==> src/verilog/cal_seq_pkg.sv <==
// package for the converter mode sequencer and its host-side controller
// assumes one 125 MHz clock shared by both ends
package cal_seq_pkg;

  localparam int MODE_W = 3;
  localparam int COEF_W = 24;
  localparam int DATA_W = 24;

  typedef enum logic [2:0] {
    MODE_CONVERT   = 3'b000,
    MODE_SELF_CAL  = 3'b001,
    MODE_SYS_OFS   = 3'b010,
    MODE_SYS_PFS   = 3'b011,
    MODE_SYS_NFS   = 3'b100,
    MODE_OFS_IGAIN = 3'b101,
    MODE_SYS_GAIN  = 3'b110,
    MODE_RESERVED  = 3'b111
  } op_mode_t;

  // analog front-end routing requested by the sequencer
  typedef enum logic [1:0] {
    ROUTE_EXT     = 2'b00,
    ROUTE_SHORT   = 2'b01,
    ROUTE_REF_POS = 2'b10,
    ROUTE_REF_NEG = 2'b11
  } route_t;

  // conversion periods per step
  localparam logic [2:0] CONV_SETTLE_PERIODS = 3'h3;
  localparam logic [2:0] CAL_STEP_PERIODS = 3'h3;
  localparam logic [2:0] SYS_CAL_PERIODS = 3'h4;
  localparam logic [2:0] GAIN_TAIL_PERIODS = 3'h1;
  localparam logic [2:0] ONE_PERIOD = 3'h1;

  // default conversion period in clock cycles (scaled notch period)
  localparam int CONV_PERIOD_CYCLES_DEF = 16;

  // coefficient reset values: zero offset, unity slopes
  localparam logic [23:0] OFS_COEF_RST = 24'h000000;
  localparam logic [23:0] PFS_COEF_RST = 24'h800000;
  localparam logic [23:0] NFS_COEF_RST = 24'h800000;
  localparam logic [23:0] DATA_RST = 24'h000000;

  // host controller APB register offsets (byte addresses)
  localparam logic [11:0] REG_CTRL = 12'h000;
  localparam logic [11:0] REG_STATUS = 12'h004;
  localparam logic [11:0] REG_DATA = 12'h008;
  localparam logic [11:0] REG_OFS = 12'h00c;
  localparam logic [11:0] REG_PFS = 12'h010;
  localparam logic [11:0] REG_NFS = 12'h014;

  // control register fields
  localparam int CTRL_MODE_LSB = 0;
  localparam int CTRL_GAIN_LSB = 4;
  localparam int GAIN_W = 3;
  localparam logic [2:0] GAIN_ONE = 3'h0;
  // status register fields
  localparam int STAT_READY_BIT = 0;
  localparam int STAT_REFUSED_BIT = 1;
  localparam int STAT_MODE_LSB = 4;

endpackage

==> src/verilog/cal_seq_if.sv <==
// link between the converter sequencer and its host controller
// assumes both ends run on the same clock
`timescale 1ns/1ps
`default_nettype none
interface cal_seq_if;
  import cal_seq_pkg::*;
  logic [2:0] op_mode_select;
  logic mode_write;
  logic [2:0] input_gain_amp;
  logic data_ready_n;
  logic [23:0] result_data;
  logic [23:0] ofs_coef;
  logic [23:0] pfs_coef;
  logic [23:0] nfs_coef;

  modport device (
    input op_mode_select, mode_write, input_gain_amp,
    output data_ready_n, result_data, ofs_coef, pfs_coef, nfs_coef
  );
  modport host (
    output op_mode_select, mode_write, input_gain_amp,
    input data_ready_n, result_data, ofs_coef, pfs_coef, nfs_coef
  );
endinterface
`default_nettype wire

==> src/verilog/cal_seq_device.sv <==
// converter mode sequencer: steps calibration modes in conversion periods
// assumes the modulator/filter supplies one raw result per period on sample_i
//
// The placing of the registers and register access over APB were left to the implementer.
`timescale 1ns/1ps
`default_nettype none

// Summary of operation
// - conversion mode: ready after three periods
// - conversion keeps coefficients, corrects with them (data path subtracts offset only)
// - self cal: short inputs, offset after three
// - then reference positive, positive coefficient after three
// - then reference reversed, negative coefficient after three
// - three more periods, then ready
// - host uses self cal only at gain one
// - system offset: store input, ready after four
// - host settles zero stimulus before offset modes (this host does not wait; settling is left to software)
// - system positive: store input, ready after four
// - system negative: store input, ready after four
// - host settles full-scale stimulus before gain modes (this host does not wait; settling is left to software)
// - combined: offset from input, positive after three
// - combined: negative after three, ready three later
// - host uses combined cal only at gain one
// - system gain: negative then reversed into positive
// - one more period after second conversion, ready
// - host never writes reserved mode code
// - three-bit mode field, code 111 reserved
module cal_seq_device
  import cal_seq_pkg::*;
#(
  parameter int CONV_PERIOD_CYCLES = CONV_PERIOD_CYCLES_DEF
) (
  input wire logic clk_i, // 125 MHz clock
  input wire logic rst_i, // synchronous reset, active high
  cal_seq_if.device link, // host link
  input wire logic [23:0] sample_i, // raw filter result for the current routing
  output logic [1:0] route_o, // analog routing request
  output logic polarity_rev_o // internal input polarity reversed
);

  initial begin
    if (CONV_PERIOD_CYCLES < 1) $error("conversion period must be at least one cycle");
  end

  typedef enum logic [2:0] {
    ST_IDLE = 3'b000,
    ST_OFS = 3'b001,
    ST_PFS = 3'b010,
    ST_NFS = 3'b011,
    ST_TAIL = 3'b100,
    ST_RUN = 3'b101
  } step_t;

  localparam int PCNT_W = $clog2(CONV_PERIOD_CYCLES + 1);

  // ------------------------------------------------------------
  // conversion period timebase
  // ------------------------------------------------------------
  logic [PCNT_W-1:0] pcnt_r;
  logic period_end;
  assign period_end = (pcnt_r == PCNT_W'(CONV_PERIOD_CYCLES - 1));

  always_ff @(posedge clk_i) begin
    // realigned on mode writes so every step gets whole periods
    if (rst_i || link.mode_write || period_end) begin
      pcnt_r <= '0;
    end else begin
      pcnt_r <= pcnt_r + PCNT_W'(1);
    end
  end

  // ------------------------------------------------------------
  // step sequencer
  // ------------------------------------------------------------
  op_mode_t mode_r;
  step_t step_r;
  logic [2:0] left_r;
  logic [23:0] ofs_r, pfs_r, nfs_r, data_r;
  logic data_ready_n_n_r;
  logic [1:0] route_r;
  logic rev_r;
  logic step_done;
  assign step_done = period_end && (left_r == ONE_PERIOD);

  always_ff @(posedge clk_i) begin
    if (rst_i) begin
      mode_r <= MODE_CONVERT;
      step_r <= ST_IDLE;
      left_r <= '0;
      route_r <= ROUTE_EXT;
      rev_r <= 1'b0;
    end else if (link.mode_write) begin
      // any write abandons the current sequence
      mode_r <= op_mode_t'(link.op_mode_select);
      rev_r <= 1'b0;
      case (op_mode_t'(link.op_mode_select))
        MODE_CONVERT: begin
          step_r <= ST_RUN;
          left_r <= CONV_SETTLE_PERIODS;
          route_r <= ROUTE_EXT;
        end
        MODE_SELF_CAL: begin
          step_r <= ST_OFS;
          left_r <= CAL_STEP_PERIODS;
          route_r <= ROUTE_SHORT;
        end
        MODE_SYS_OFS: begin
          step_r <= ST_OFS;
          left_r <= SYS_CAL_PERIODS;
          route_r <= ROUTE_EXT;
        end
        MODE_SYS_PFS: begin
          step_r <= ST_PFS;
          left_r <= SYS_CAL_PERIODS;
          route_r <= ROUTE_EXT;
        end
        MODE_SYS_NFS, MODE_SYS_GAIN: begin
          step_r <= ST_NFS;
          left_r <= SYS_CAL_PERIODS;
          route_r <= ROUTE_EXT;
        end
        MODE_OFS_IGAIN: begin
          step_r <= ST_OFS;
          left_r <= CAL_STEP_PERIODS;
          route_r <= ROUTE_EXT;
        end
        default: begin
          // reserved code: the host refuses it; should it arrive, the device just idles
          step_r <= ST_IDLE;
          left_r <= '0;
          route_r <= ROUTE_EXT;
        end
      endcase
    end else if (period_end && step_r != ST_IDLE) begin
      if (!step_done) begin
        left_r <= left_r - 3'h1;
      end else begin
        case (step_r)
          ST_OFS: begin
            if (mode_r == MODE_SELF_CAL || mode_r == MODE_OFS_IGAIN) begin
              step_r <= ST_PFS;
              left_r <= CAL_STEP_PERIODS;
              route_r <= ROUTE_REF_POS;
            end else begin
              step_r <= ST_RUN;
              left_r <= ONE_PERIOD;
            end
          end
          ST_PFS: begin
            if (mode_r == MODE_SYS_PFS) begin
              step_r <= ST_RUN;
              left_r <= ONE_PERIOD;
            end else if (mode_r == MODE_SYS_GAIN) begin
              // reversed conversion done: one plain period before ready
              step_r <= ST_TAIL;
              left_r <= GAIN_TAIL_PERIODS;
              rev_r <= 1'b0;
            end else begin
              step_r <= ST_NFS;
              left_r <= CAL_STEP_PERIODS;
              route_r <= ROUTE_REF_NEG;
            end
          end
          ST_NFS: begin
            if (mode_r == MODE_SYS_GAIN) begin
              // second conversion with input reversed internally
              step_r <= ST_PFS;
              left_r <= SYS_CAL_PERIODS;
              rev_r <= 1'b1;
            end else if (mode_r == MODE_SYS_NFS) begin
              step_r <= ST_RUN;
              left_r <= ONE_PERIOD;
            end else begin
              step_r <= ST_TAIL;
              left_r <= CAL_STEP_PERIODS;
              route_r <= ROUTE_EXT;
            end
          end
          default: begin
            step_r <= ST_RUN;
            left_r <= ONE_PERIOD;
            route_r <= ROUTE_EXT;
            rev_r <= 1'b0;
          end
        endcase
      end
    end
  end

  // ------------------------------------------------------------
  // coefficients: written only at the end of their own step
  // ------------------------------------------------------------
  always_ff @(posedge clk_i) begin
    if (rst_i) begin
      ofs_r <= OFS_COEF_RST;
      pfs_r <= PFS_COEF_RST;
      nfs_r <= NFS_COEF_RST;
    end else if (!link.mode_write && step_done) begin
      if (step_r == ST_OFS) ofs_r <= sample_i;
      if (step_r == ST_PFS) pfs_r <= sample_i;
      if (step_r == ST_NFS) nfs_r <= sample_i;
    end
  end

  // ------------------------------------------------------------
  // data-ready and output data
  // ------------------------------------------------------------
  logic finishing;
  // calibration tails end in the step that flags ready; run steps refresh data
  assign finishing = step_done && !link.mode_write &&
    ((step_r == ST_RUN) || (step_r == ST_TAIL) ||
     (step_r == ST_OFS && mode_r == MODE_SYS_OFS) ||
     (step_r == ST_PFS && mode_r == MODE_SYS_PFS) ||
     (step_r == ST_NFS && mode_r == MODE_SYS_NFS));

  always_ff @(posedge clk_i) begin
    if (rst_i) begin
      data_ready_n_n_r <= 1'b1;
      data_r <= DATA_RST;
    end else if (link.mode_write) begin
      data_ready_n_n_r <= 1'b1;
    end else if (finishing) begin
      data_ready_n_n_r <= 1'b0;
      data_r <= sample_i - ofs_r; // corrected with stored offset
    end
  end

  assign link.data_ready_n = data_ready_n_n_r;
  assign link.result_data = data_r;
  assign link.ofs_coef = ofs_r;
  assign link.pfs_coef = pfs_r;
  assign link.nfs_coef = nfs_r;
  assign route_o = route_r;
  assign polarity_rev_o = rev_r;

endmodule
`default_nettype wire

==> src/flat_wrapper.sv <==
// flat-port wrapper written by rule: the top's interface ports become plain ports
module cal_seq_device_flat import cal_seq_pkg::*;
#(
  parameter int CONV_PERIOD_CYCLES = CONV_PERIOD_CYCLES_DEF
)
  (clk_i, rst_i, sample_i, route_o, polarity_rev_o, link_op_mode_select, link_mode_write, link_input_gain_amp, link_data_ready_n, link_result_data, link_ofs_coef, link_pfs_coef, link_nfs_coef);
  cal_seq_if link_i ();
  input wire logic clk_i;
  input wire logic rst_i;
  input wire logic [23:0] sample_i;
  output logic [1:0] route_o;
  output logic polarity_rev_o;
  input wire logic [$bits(link_i.op_mode_select)-1:0] link_op_mode_select;
  input wire logic [$bits(link_i.mode_write)-1:0] link_mode_write;
  input wire logic [$bits(link_i.input_gain_amp)-1:0] link_input_gain_amp;
  output wire logic [$bits(link_i.data_ready_n)-1:0] link_data_ready_n;
  output wire logic [$bits(link_i.result_data)-1:0] link_result_data;
  output wire logic [$bits(link_i.ofs_coef)-1:0] link_ofs_coef;
  output wire logic [$bits(link_i.pfs_coef)-1:0] link_pfs_coef;
  output wire logic [$bits(link_i.nfs_coef)-1:0] link_nfs_coef;
  assign link_i.op_mode_select = link_op_mode_select;
  assign link_i.mode_write = link_mode_write;
  assign link_i.input_gain_amp = link_input_gain_amp;
  assign link_data_ready_n = link_i.data_ready_n;
  assign link_result_data = link_i.result_data;
  assign link_ofs_coef = link_i.ofs_coef;
  assign link_pfs_coef = link_i.pfs_coef;
  assign link_nfs_coef = link_i.nfs_coef;
  cal_seq_device #(.CONV_PERIOD_CYCLES(CONV_PERIOD_CYCLES)) u_core (.clk_i(clk_i), .rst_i(rst_i), .link(link_i), .sample_i(sample_i), .route_o(route_o), .polarity_rev_o(polarity_rev_o));
endmodule
==> config.mk <==
export PLATFORM = sky130hd
export DESIGN_NAME = cal_seq_device_flat
export DESIGN_NICKNAME = d
export VERILOG_FILES = /design/src/verilog/cal_seq_pkg.sv /design/src/verilog/cal_seq_if.sv /design/src/verilog/cal_seq_device.sv /design/src/flat_wrapper.sv
export SDC_FILE = /design/constraint.sdc
export NUM_CORES = 1
export LEC_CHECK = 0
export ABC_AREA = 1
export BUFFER_PORTS_ARGS = -buffer_cell sky130_fd_sc_hd__buf_2
export CORE_MARGIN = 2
export CORE_UTILIZATION = 52
export DETAILED_ROUTE_END_ITERATION = 10
export HOLD_SLACK_MARGIN = 0.02
export PLACE_DENSITY = 0.75
export SYNTH_ARGS = -nofsm -noshare
export SYNTH_HDL_FRONTEND = slang
export SYNTH_SLANG_ARGS = --single-unit
==> constraint.sdc <==
create_clock -name clk_i -period 2.7 [get_ports clk_i]
set_input_delay 0.27 -clock clk_i [delete_from_list [all_inputs] [get_ports clk_i]]
set_output_delay 0.27 -clock clk_i [all_outputs]
set_load 0.01 [all_outputs]
==> impl_results.md, run 1 <==
- HPWL after DPL: 12000 um
- Final WS setup: 261 ps
- Routed Antenna Nets: 0
- HP Class: in2reg
- Final WL: 16300 um
- Worst slack at placement: 369 ps
- Register-to-Register Path Depth: 13
- First-pass GRT wire length: 26600 um
- Worst R2R Start: u_core.pcnt_r[0]
- Max Fclk: 0.410 GHz
- Chip width: 113 um
- HP Start: sample_i[20]
- Initial antenna violation count: 0
- Startpoint types: flop
- Setup crit end kind: flop
- Tmin final: 2440 ps
- Worst Tran Pin Value: 736 ps
- Final-report max-slew violation count: 0
- Req. time, crit path: 2970 ps
- Maxcap violations: 0
- Root buffer cell: clkbuf_16
- Synthesized cell area: 6180 um2
- Worst Skew: 7.07 ps
- Diodes inserted: 0
- Fill cell count: 1096
- Synth warn: 0
- Worst skew pair latency: 410 ps
- Failing checks: design-rule violations
- Die Ht: 113 um
- Post-CTS Setup Bufs: 0
- Cells taking the most area after synthesis: dfxtp_1, nand2_1, nor2_1
- # rows: 39
- Switching part of the total: 26.0%
- Core Util, Final: 65.1%
- Area leader, netlist: dfxtp_1
- Unique masters post-synth: 34
- Congestion Overflow GR: 0
- Final Hold Viols: 0
- Post-CTS Resized: 0
- Slowest-stage cell, CP: dfxtp_1
- Cell Chain, Critical Path: ha_1 -> nand2_1 -> nor2_1 -> ha_1 -> nand2_1 -> nor2_4 -> inv_2 -> nor2_4 -> inv_2 -> nor2_4 -> inv_2 -> o21ai_0 -> a21oi_1
- CP Buf/Inv Count: 3
- GRT Total Usage: 25.8%
- Syn_area_per_cell: 6.55 um2
- Sequential share of power: 39.3%
- Tot Pwr: 4350 uW
- Syn_nets: 1004
- LEAKAGE: 0.00394 uW
- Pre-antenna DRT Iters: 8
- PortBufs: 129
- CTS buffer count: 17
- Sw Pwr: 1130 uW
- Register area share after synthesis: 36.9%
- Cells after synthesis: 943
- Vias per std cell: 5.00
- Core footprint: 11500 um2
- Max VDD drop: 0.391 mV
- Ports: 133
- Final non-filler cell total: 1223
- Pin count of the biggest net entering global routing: 50
- Hold Path Cell Cnt: 3
- Clock Power Share: 51.9%
- Iter 0 DRT Violations: 411
- RSZ-0062 raised after global routing: false
- Dpl cells: 1191
- Reg clk slew, reported paths: 60 ps
- Routed len/inst: 13.4 um
- Nets: 1128
- Status: complete, but fails checks
- Seq cells post-synth: 114
- Final setup TNS: 0 ps
- Most frequent cells in the layout: nand2_1, nor2_1, inv_1, buf_2, dfxtp_1
- Relative max-transition margin: 50.9%
- Worst setup path class: reg2reg
- Final Wtd Congestion: 0.952
- CP top delay family: simple AND/OR/NAND/NOR gates
- Via count: 6109
- Synth top area share: 36.9%
- Share of layout cells above drive strength 1: 17.6%
- Largest stage delay, worst path: 350 ps
- Tcrit/Tclk final: 90.3%
- WHS Endpoint: u_core.link.pfs_coef[20]
- Combinational power share: 8.9%
- Arrival time at the worst endpoint: 2710 ps
- Pint: 3220 uW
- Number of remaining DRC errors: 5
- Area Growth Syn to Fin: 21.3%
- # setup viols final: 0
- Area of the die: 12800 um2
- Clk buf depth: 2
- CTS tree: yes
- Commonest non-fill, non-tap cell in the layout: nand2_1
- CTS Sinks: 114
- Power Density: 580 nW/um2
- Hold Buf Count CTS: 0
- R2r endpoint: u_core.link.ofs_coef[21]
- Reg-to-reg setup timing slack: 260 ps
- Starting Density: 53.7%
- CTS H-tree depth: 4
- Crit Path Max Fanout: 43
- Vias in the first global route: 5466
-- cell usage after synthesis --
cell and n:
nor2_4 8, o21ai_2 1, nand3_2 1, nand3b_1 1
o211ai_1 1, ha_1 27, dfxtp_1 114, nor2_1 159
a21oi_1 59, or2_2 2, clkbuf_1 10, buf_2 12
buf_1 1, nor3_1 7, nor2_2 3, nand3_1 51
fa_1 1, a31oi_1 3, o21ai_1 5, nand2_2 1
o22ai_1 1, o31ai_1 2, buf_6 5, xnor2_1 5
nand4_1 6, xor2_1 7, nand3_4 1, nor3b_1 1
nand2_1 204, a21oi_4 1, buf_4 1, inv_2 6
o21ai_0 87, inv_1 149
-- layer usage --
metal	global-route usage, %	share of wire [%]
met2	38.3	43
met4	8.13	1.4
met5	0	0
met3	6.21	7.5
met1	37.0	48
-- state kept, by name, indices dropped and copies added, names as in the netlist --
signal / flops
u_core.route_o: 2
u_core.link.result_data: 24
u_core.link.ofs_coef: 24
u_core.link.pfs_coef: 24
u_core.mode_r: 3
u_core.link.data_ready_n: 1
u_core.pcnt_r: 5
u_core.link.nfs_coef: 24
u_core.left_r: 3
u_core.step_r: 3
u_core.polarity_rev_o: 1
-- per-stage QoR --
stage	instance area (um2)	hold slack [ps]
floorplan	6180	396
global placement	6900	426
detailed placement	6900	429
CTS	7500	135
global route	7500	163
finish	7500	143
-- logic make-up (layout without fill, tap and decap cells) --
family | after synthesis | in the layout | share of synthesized area [%]
AOI/OAI and AO/OA | 160 | 160 | 13.4
adders and majority gates | 28 | 28 | 5.79
buffers and inverters | 184 | 321 | 12.1
xor gates and xnor gates | 12 | 12 | 1.70
DFF | 114 | 114 | 36.9
and+or+nand+nor | 445 | 445 | 30.1
-- power by group through the flow --
stage          logic (uW)  clock network (uW)  registers, uW
6_report              385                2260           1710
5_1_grt               438                2350           1710
4_1_cts               381                2270           1710
3_5_place_dp          377                   0           1740
3_3_place_gp          375                   0           1740
2_1_floorplan         261                   0           1740
-- how the worst max path moves through the flow --
| stage | endpoint | slack (ps) | depth (start not counted) | start |
|---|---|---|---|---|
| 2_1_floorplan | u_core.link.ofs_coef[11] | 820 | 14 | u_core.pcnt_r[0] |
| 3_3_place_gp | u_core.link.ofs_coef[6] | 460 | 13 | u_core.pcnt_r[0] |
| 3_5_place_dp | u_core.link.ofs_coef[3] | 370 | 13 | u_core.pcnt_r[0] |
| 4_1_cts | u_core.link.ofs_coef[21] | 240 | 13 | u_core.pcnt_r[0] |
| 5_1_grt | u_core.link.ofs_coef[21] | 30 | 13 | u_core.pcnt_r[0] |
| 6_report | u_core.link.ofs_coef[21] | 260 | 13 | u_core.pcnt_r[0] |
-- worst min-delay path, delay by kind of cell --
kind	cells	cell delay, ps
and+or+nand+nor	2	130
buffers and inverters	1	120
-- layout make-up --
type,instances,area [um2],share of cell area (%)
clock buffers,18,439,5.86
inverters,155,582,7.76
well taps,143,179,2.39
flip-flops and latches,114,2280,30.4
clock inverters,14,156,2.09
repair buffers,134,708,9.44
multi-input cells,645,3150,42.0
No activity file was read; power rests on OpenSTA's default activity.
==> inputs of run 2 (changes only) <==
--- a/config.mk
+++ b/config.mk
@@ -8,10 +8,10 @@
 export ABC_AREA = 1
 export BUFFER_PORTS_ARGS = -buffer_cell sky130_fd_sc_hd__buf_2
 export CORE_MARGIN = 2
-export CORE_UTILIZATION = 52
+export CORE_UTILIZATION = 55
 export DETAILED_ROUTE_END_ITERATION = 10
 export HOLD_SLACK_MARGIN = 0.02
-export PLACE_DENSITY = 0.75
+export PLACE_DENSITY = 0.78
 export SYNTH_ARGS = -nofsm -noshare
 export SYNTH_HDL_FRONTEND = slang
 export SYNTH_SLANG_ARGS = --single-unit
==> run 2 against run 1 <==
  * The run now ends clean
  * Clock power is 4% lower
  * Hold slack got worse by 100 ps
  * Die area shrank 5.3%
  * Sequential cell count stayed put
  * Largest power group unchanged
  * Count of clock-buffer cells in the layout is 2 higher
  * Sequential power is essentially flat
  * Global-route usage is 2.6 points higher
  * Cell area rose by 0.78%
  * Non-clock buffer count grew 10
  * Fmax up 5.0%
  * Core utilization rose by 4.3 points
  * Critical endpoint is now u_core.link.ofs_coef[2]
==> impl_results.md, run 2 (synthesis gave the netlist of run 1 again) <==
- Post-CTS Setup Bufs: 0
- Via count: 6216
- Largest stage delay, worst path: 350 ps
- Tot Pwr: 4280 uW
- Most frequent cells in the layout: nand2_1, nor2_1, inv_1, buf_2, dfxtp_1
- Tcrit/Tclk final: 86.1%
- Final-report max-slew violation count: 0
- Routed len/inst: 13.3 um
- Sw Pwr: 1090 uW
- Worst Tran Pin Value: 764 ps
- Combinational power share: 9.3%
- Power Density: 566 nW/um2
- Root buffer cell: clkbuf_8
- # rows: 38
- Routed Antenna Nets: 0
- Sequential share of power: 39.9%
- Hold Slack: 41.7 ps
- Worst setup path class: reg2reg
- # setup viols final: 0
- Worst slack at placement: 399 ps
- Iter 0 DRT Violations: 552
- CTS Sinks: 114
- Setup crit end kind: flop
- Relative max-transition margin: 49.0%
- GRT Total Usage: 28.4%
- PortBufs: 129
- Number of remaining DRC errors: 0
- Vias in the first global route: 5444
- Vias per std cell: 5.05
- Nets: 1138
- CTS H-tree depth: 4
- Final WS setup: 376 ps
- Max Fclk: 0.430 GHz
- Hold Buf Count CTS: 8
- Clock Power Share: 50.8%
- RSZ-0062 raised after global routing: false
- CTS tree: yes
- LEAKAGE: 0.00397 uW
- Req. time, crit path: 3090 ps
- Clk buf depth: 2
- Register-to-Register Path Depth: 13
- Ports: 133
- CP Buf/Inv Count: 3
- CP top delay family: simple AND/OR/NAND/NOR gates
- Area of the die: 12100 um2
- First-pass GRT wire length: 26500 um
- Worst skew pair latency: 530 ps
- Switching part of the total: 25.4%
- Final Hold Viols: 0
- Hold Path Cell Cnt: 3
- Arrival time at the worst endpoint: 2720 ps
- Worst Skew: 9.57 ps
- Share of layout cells above drive strength 1: 17.5%
- Status: complete, no violations
- Final Wtd Congestion: 0.957
- Cell Chain, Critical Path: ha_1 -> nand2_1 -> nor2_1 -> ha_1 -> nand2_1 -> nor2_4 -> inv_2 -> nor2_4 -> inv_2 -> nor2_4 -> inv_2 -> o21ai_0 -> a21oi_1
- Commonest non-fill, non-tap cell in the layout: nand2_1
- Tmin final: 2320 ps
- Die Ht: 110 um
- Starting Density: 56.8%
- Max VDD drop: 0.785 mV
- Core footprint: 10900 um2
- Chip width: 110 um
- Congestion Overflow GR: 0
- HP Class: in2reg
- Reg clk slew, reported paths: 60 ps
- Pint: 3190 uW
- Startpoint types: flop
- Crit Path Max Fanout: 43
- Final setup TNS: 0 ps
- Post-CTS Resized: 0
- Initial antenna violation count: 0
- CTS buffer count: 17
- Maxcap violations: 0
- Area Growth Syn to Fin: 22.3%
- Final WL: 16400 um
- Diodes inserted: 0
- Pin count of the biggest net entering global routing: 49
- Core Util, Final: 69.4%
- Slowest-stage cell, CP: dfxtp_1
- Stages on worst setup path: 13
- HPWL after DPL: 12000 um
- Pre-antenna DRT Iters: 6
-- run 2: cell types whose count changed in the layout (fill, tap and decap cells not counted) --
| cell | previous run | this run |
|---|---|---|
| clkbuf_1 | 0 | 1 |
| clkinvlp_4 | 4 | 5 |
| clkinv_4 | 4 | 0 |
| dlygate4sd3_1 | 0 | 8 |
| inv_6 | 3 | 2 |
| clkbuf_8 | 1 | 3 |
| clkinv_2 | 1 | 3 |
| buf_4 | 3 | 6 |
| clkbuf_16 | 17 | 16 |
| buf_12 | 2 | 1 |
-- run 2: area by class of cell --
type                       count  area [um2]
clock buffer                  20         445
fill                         963        3330
multi-input combinational    645        3150
clock inverter                12         130
sequential                   114        2280
inverter                     155         582
timing repair buffer         144         791
tap                          140         175
-- run 2: final timing paths --
path,from,to,slack [ps]
max,u_core.pcnt_r[0],u_core.link.ofs_coef[2],380
min,sample_i[15],u_core.link.pfs_coef[15],40
min reg2reg,u_core.route_o[1],u_core.route_o[1],440
max reg2reg,u_core.pcnt_r[0],u_core.link.ofs_coef[2],380
-- run 2: power groups by stage --
stage | Sequential, uW | Combinational, uW | Clock (uW)
5_1_grt | 1710 | 450 | 2280
3_5_place_dp | 1740 | 380 | 0
6_report | 1710 | 397 | 2170
4_1_cts | 1710 | 391 | 2200
3_3_place_gp | 1740 | 377 | 0
2_1_floorplan | 1740 | 261 | 0
-- run 2: stage by stage --
step                instances  instance area [um2]
CTS                      1230                 7560
detailed placement       1190                 6900
global placement         1190                 6900
global route             1230                 7560
floorplan                 943                 6180
finish                   1230                 7560
-- run 2: routing by layer --
| layer | routed length, um | up-vias | global-route usage [%] |
|---|---|---|---|
| met2 | 7060 | 220 | 41.8 |
| met1 | 7820 | 2769 | 40.3 |
| li1 | - | 3214 | - |
| met3 | 1330 | 13 | 7.52 |
| met4 | 189 | 0 | 9.04 |
| met5 | 0 | - | 0 |
-- run 2: worst register-to-register path: stages (launching register included) --
cell and delay, ps:
dfxtp_1 350, ha_1 180, nand2_1 70, nor2_1 100
ha_1 210, nand2_1 100, nor2_4 140, inv_2 100
nor2_4 110, inv_2 80, nor2_4 180, inv_2 270
o21ai_0 240, a21oi_1 70
==> inputs of run 3 (changes only) <==
--- a/config.mk
+++ b/config.mk
@@ -7,8 +7,10 @@
 export LEC_CHECK = 0
 export ABC_AREA = 1
 export BUFFER_PORTS_ARGS = -buffer_cell sky130_fd_sc_hd__buf_2
+export CELL_PAD_IN_SITES_DETAIL_PLACEMENT = 1
+export CELL_PAD_IN_SITES_GLOBAL_PLACEMENT = 2
 export CORE_MARGIN = 2
-export CORE_UTILIZATION = 55
+export CORE_UTILIZATION = 29
 export DETAILED_ROUTE_END_ITERATION = 10
 export HOLD_SLACK_MARGIN = 0.02
 export PLACE_DENSITY = 0.78
==> run 3 against run 2 <==
  * Count of clock-buffer cells in the layout stayed put
  * Register-to-register slack about the same
  * Die area is 86% higher
  * Sequential cell count is the same
  * First-iteration DRC count is 55% lower
  * Final cell count is 10% higher
  * Setup slack better by 8.0 ps
  * Highest routed layer unchanged
==> impl_results.md, run 3 (synthesis gave the netlist of run 1 again) <==
- Relative max-transition margin: 47.0%
- Req. time, crit path: 3050 ps
- Power Density: 580 nW/um2
- Number of remaining DRC errors: 0
- Tmin final: 2320 ps
- Startpoint types: flop
- Crit Path Max Fanout: 22
- Worst slack at placement: 281 ps
- Tcrit/Tclk final: 85.8%
- Worst Tran Pin Value: 795 ps
- Hold Slack: 139 ps
- First-pass GRT wire length: 33700 um
- HP Class: in2reg
- Ports: 133
- Share of layout cells above drive strength 1: 17.5%
- Final Hold Viols: 0
- Initial antenna violation count: 0
- RSZ-0062 raised after global routing: false
- Post-CTS Setup Bufs: 0
- Die Ht: 150 um
- Diodes inserted: 0
- CTS buffer count: 17
- Maxcap violations: 0
- Reg clk slew, reported paths: 60 ps
- CTS H-tree depth: 4
- Vias per std cell: 4.59
- PortBufs: 129
- Final WS setup: 384 ps
- # rows: 53
- Iter 0 DRT Violations: 249
- Pre-antenna DRT Iters: 4
- Root buffer cell: clkbuf_16
- Worst setup path class: reg2reg
- Max Fclk: 0.432 GHz
- Fill cell count: 2758
- Final setup TNS: 0 ps
- Congestion Overflow GR: 0
- Status: complete, no violations
- Vias in the first global route: 6286
- Final Wtd Congestion: 0.863
- HPWL after DPL: 16000 um
- Clk buf depth: 2
- Worst skew pair latency: 420 ps
- Area of the die: 22500 um2
- Chip width: 150 um
- Max VDD drop: 0.376 mV
- Core Util, Final: 36.6%
- Routed len/inst: 15.3 um
- Final-report max-slew violation count: 0
- Area Growth Syn to Fin: 24.2%
- # setup viols final: 0
- Via count: 6218
- Routed Antenna Nets: 0
- CTS tree: yes
- Most frequent cells in the layout: nand2_1, nor2_1, inv_1, buf_2, dfxtp_1
- Final WL: 20700 um
- Worst Skew: 11.6 ps
- Commonest non-fill, non-tap cell in the layout: nand2_1
- Core footprint: 21000 um2
- Nets: 1129
- Pin count of the biggest net entering global routing: 72
- Setup crit end kind: flop
- Starting Density: 29.5%
- LEAKAGE: 0.00396 uW
- CTS Sinks: 114
- GRT Total Usage: 19.3%
- Arrival time at the worst endpoint: 2660 ps
## run 3: routing by layer
metal | track usage (%) | vias up | wire [um]
met2 | 30.9 | 97 | 9350
met3 | 4.85 | 18 | 943
met4 | 5.09 | 0 | 272
met5 | 0 | - | 0
li1 | - | 3195 | -
met1 | 25.9 | 2908 | 10200
## run 3: what timing repair did
item	in CTS	in global routing
hold buffers	0	0
resized for setup	0	2
setup endpoints to repair	0	4
## run 3: path summary, 6_finish.rpt
path | start | to | slack [ps] | depth (start not counted)
max reg2reg | u_core.pcnt_r[0] | u_core.link.nfs_coef[8] | 380 | 13
min | sample_i[21] | u_core.link.pfs_coef[21] | 140 | 3
min reg2reg | u_core.route_o[1] | u_core.route_o[1] | 440 | 2
max | u_core.pcnt_r[0] | u_core.link.nfs_coef[8] | 380 | 13
## run 3: power breakdown
group	internal, uW	leakage (uW)	total (uW)	switching, uW
Clock	1510	0.000294	2340	829
Sequential	1700	0.000920	1710	13.4
Combinational	130	0.00275	407	277
Total	3330	0.00396	4450	1120
## run 3: critical path, stage by stage, from the launching register on
cell and delay (ps):
dfxtp_1 320, ha_1 210, nand2_1 80, nor2_1 50, ha_1 240, nand2_1 130, nor2_4 60, inv_2 130
nor2_4 50, inv_2 130, nor2_4 50, inv_1 570, nor2_1 80, nor2_1 140
## run 3: layout make-up
| type | count | area (um2) | share of cell area, % |
|---|---|---|---|
| Timing Repair Buffer | 135 | 716 | 9.32 |
| Sequential cell | 114 | 2280 | 29.7 |
| Clock buffer | 20 | 467 | 6.08 |
| Inverter | 155 | 584 | 7.61 |
| Tap cell | 275 | 344 | 4.48 |
| Clock inverter | 10 | 134 | 1.74 |
| Multi-Input combinational cell | 645 | 3150 | 41.0 |
## run 3: metrics by stage
step	cell area [um2]	power [uW]	instances
after detailed placement	7080	2150	1324
after floorplan	6180	2000	943
after global routing	7680	4640	1354
after CTS	7680	4510	1354
after global placement	7080	2150	1324
final	7680	4450	1354
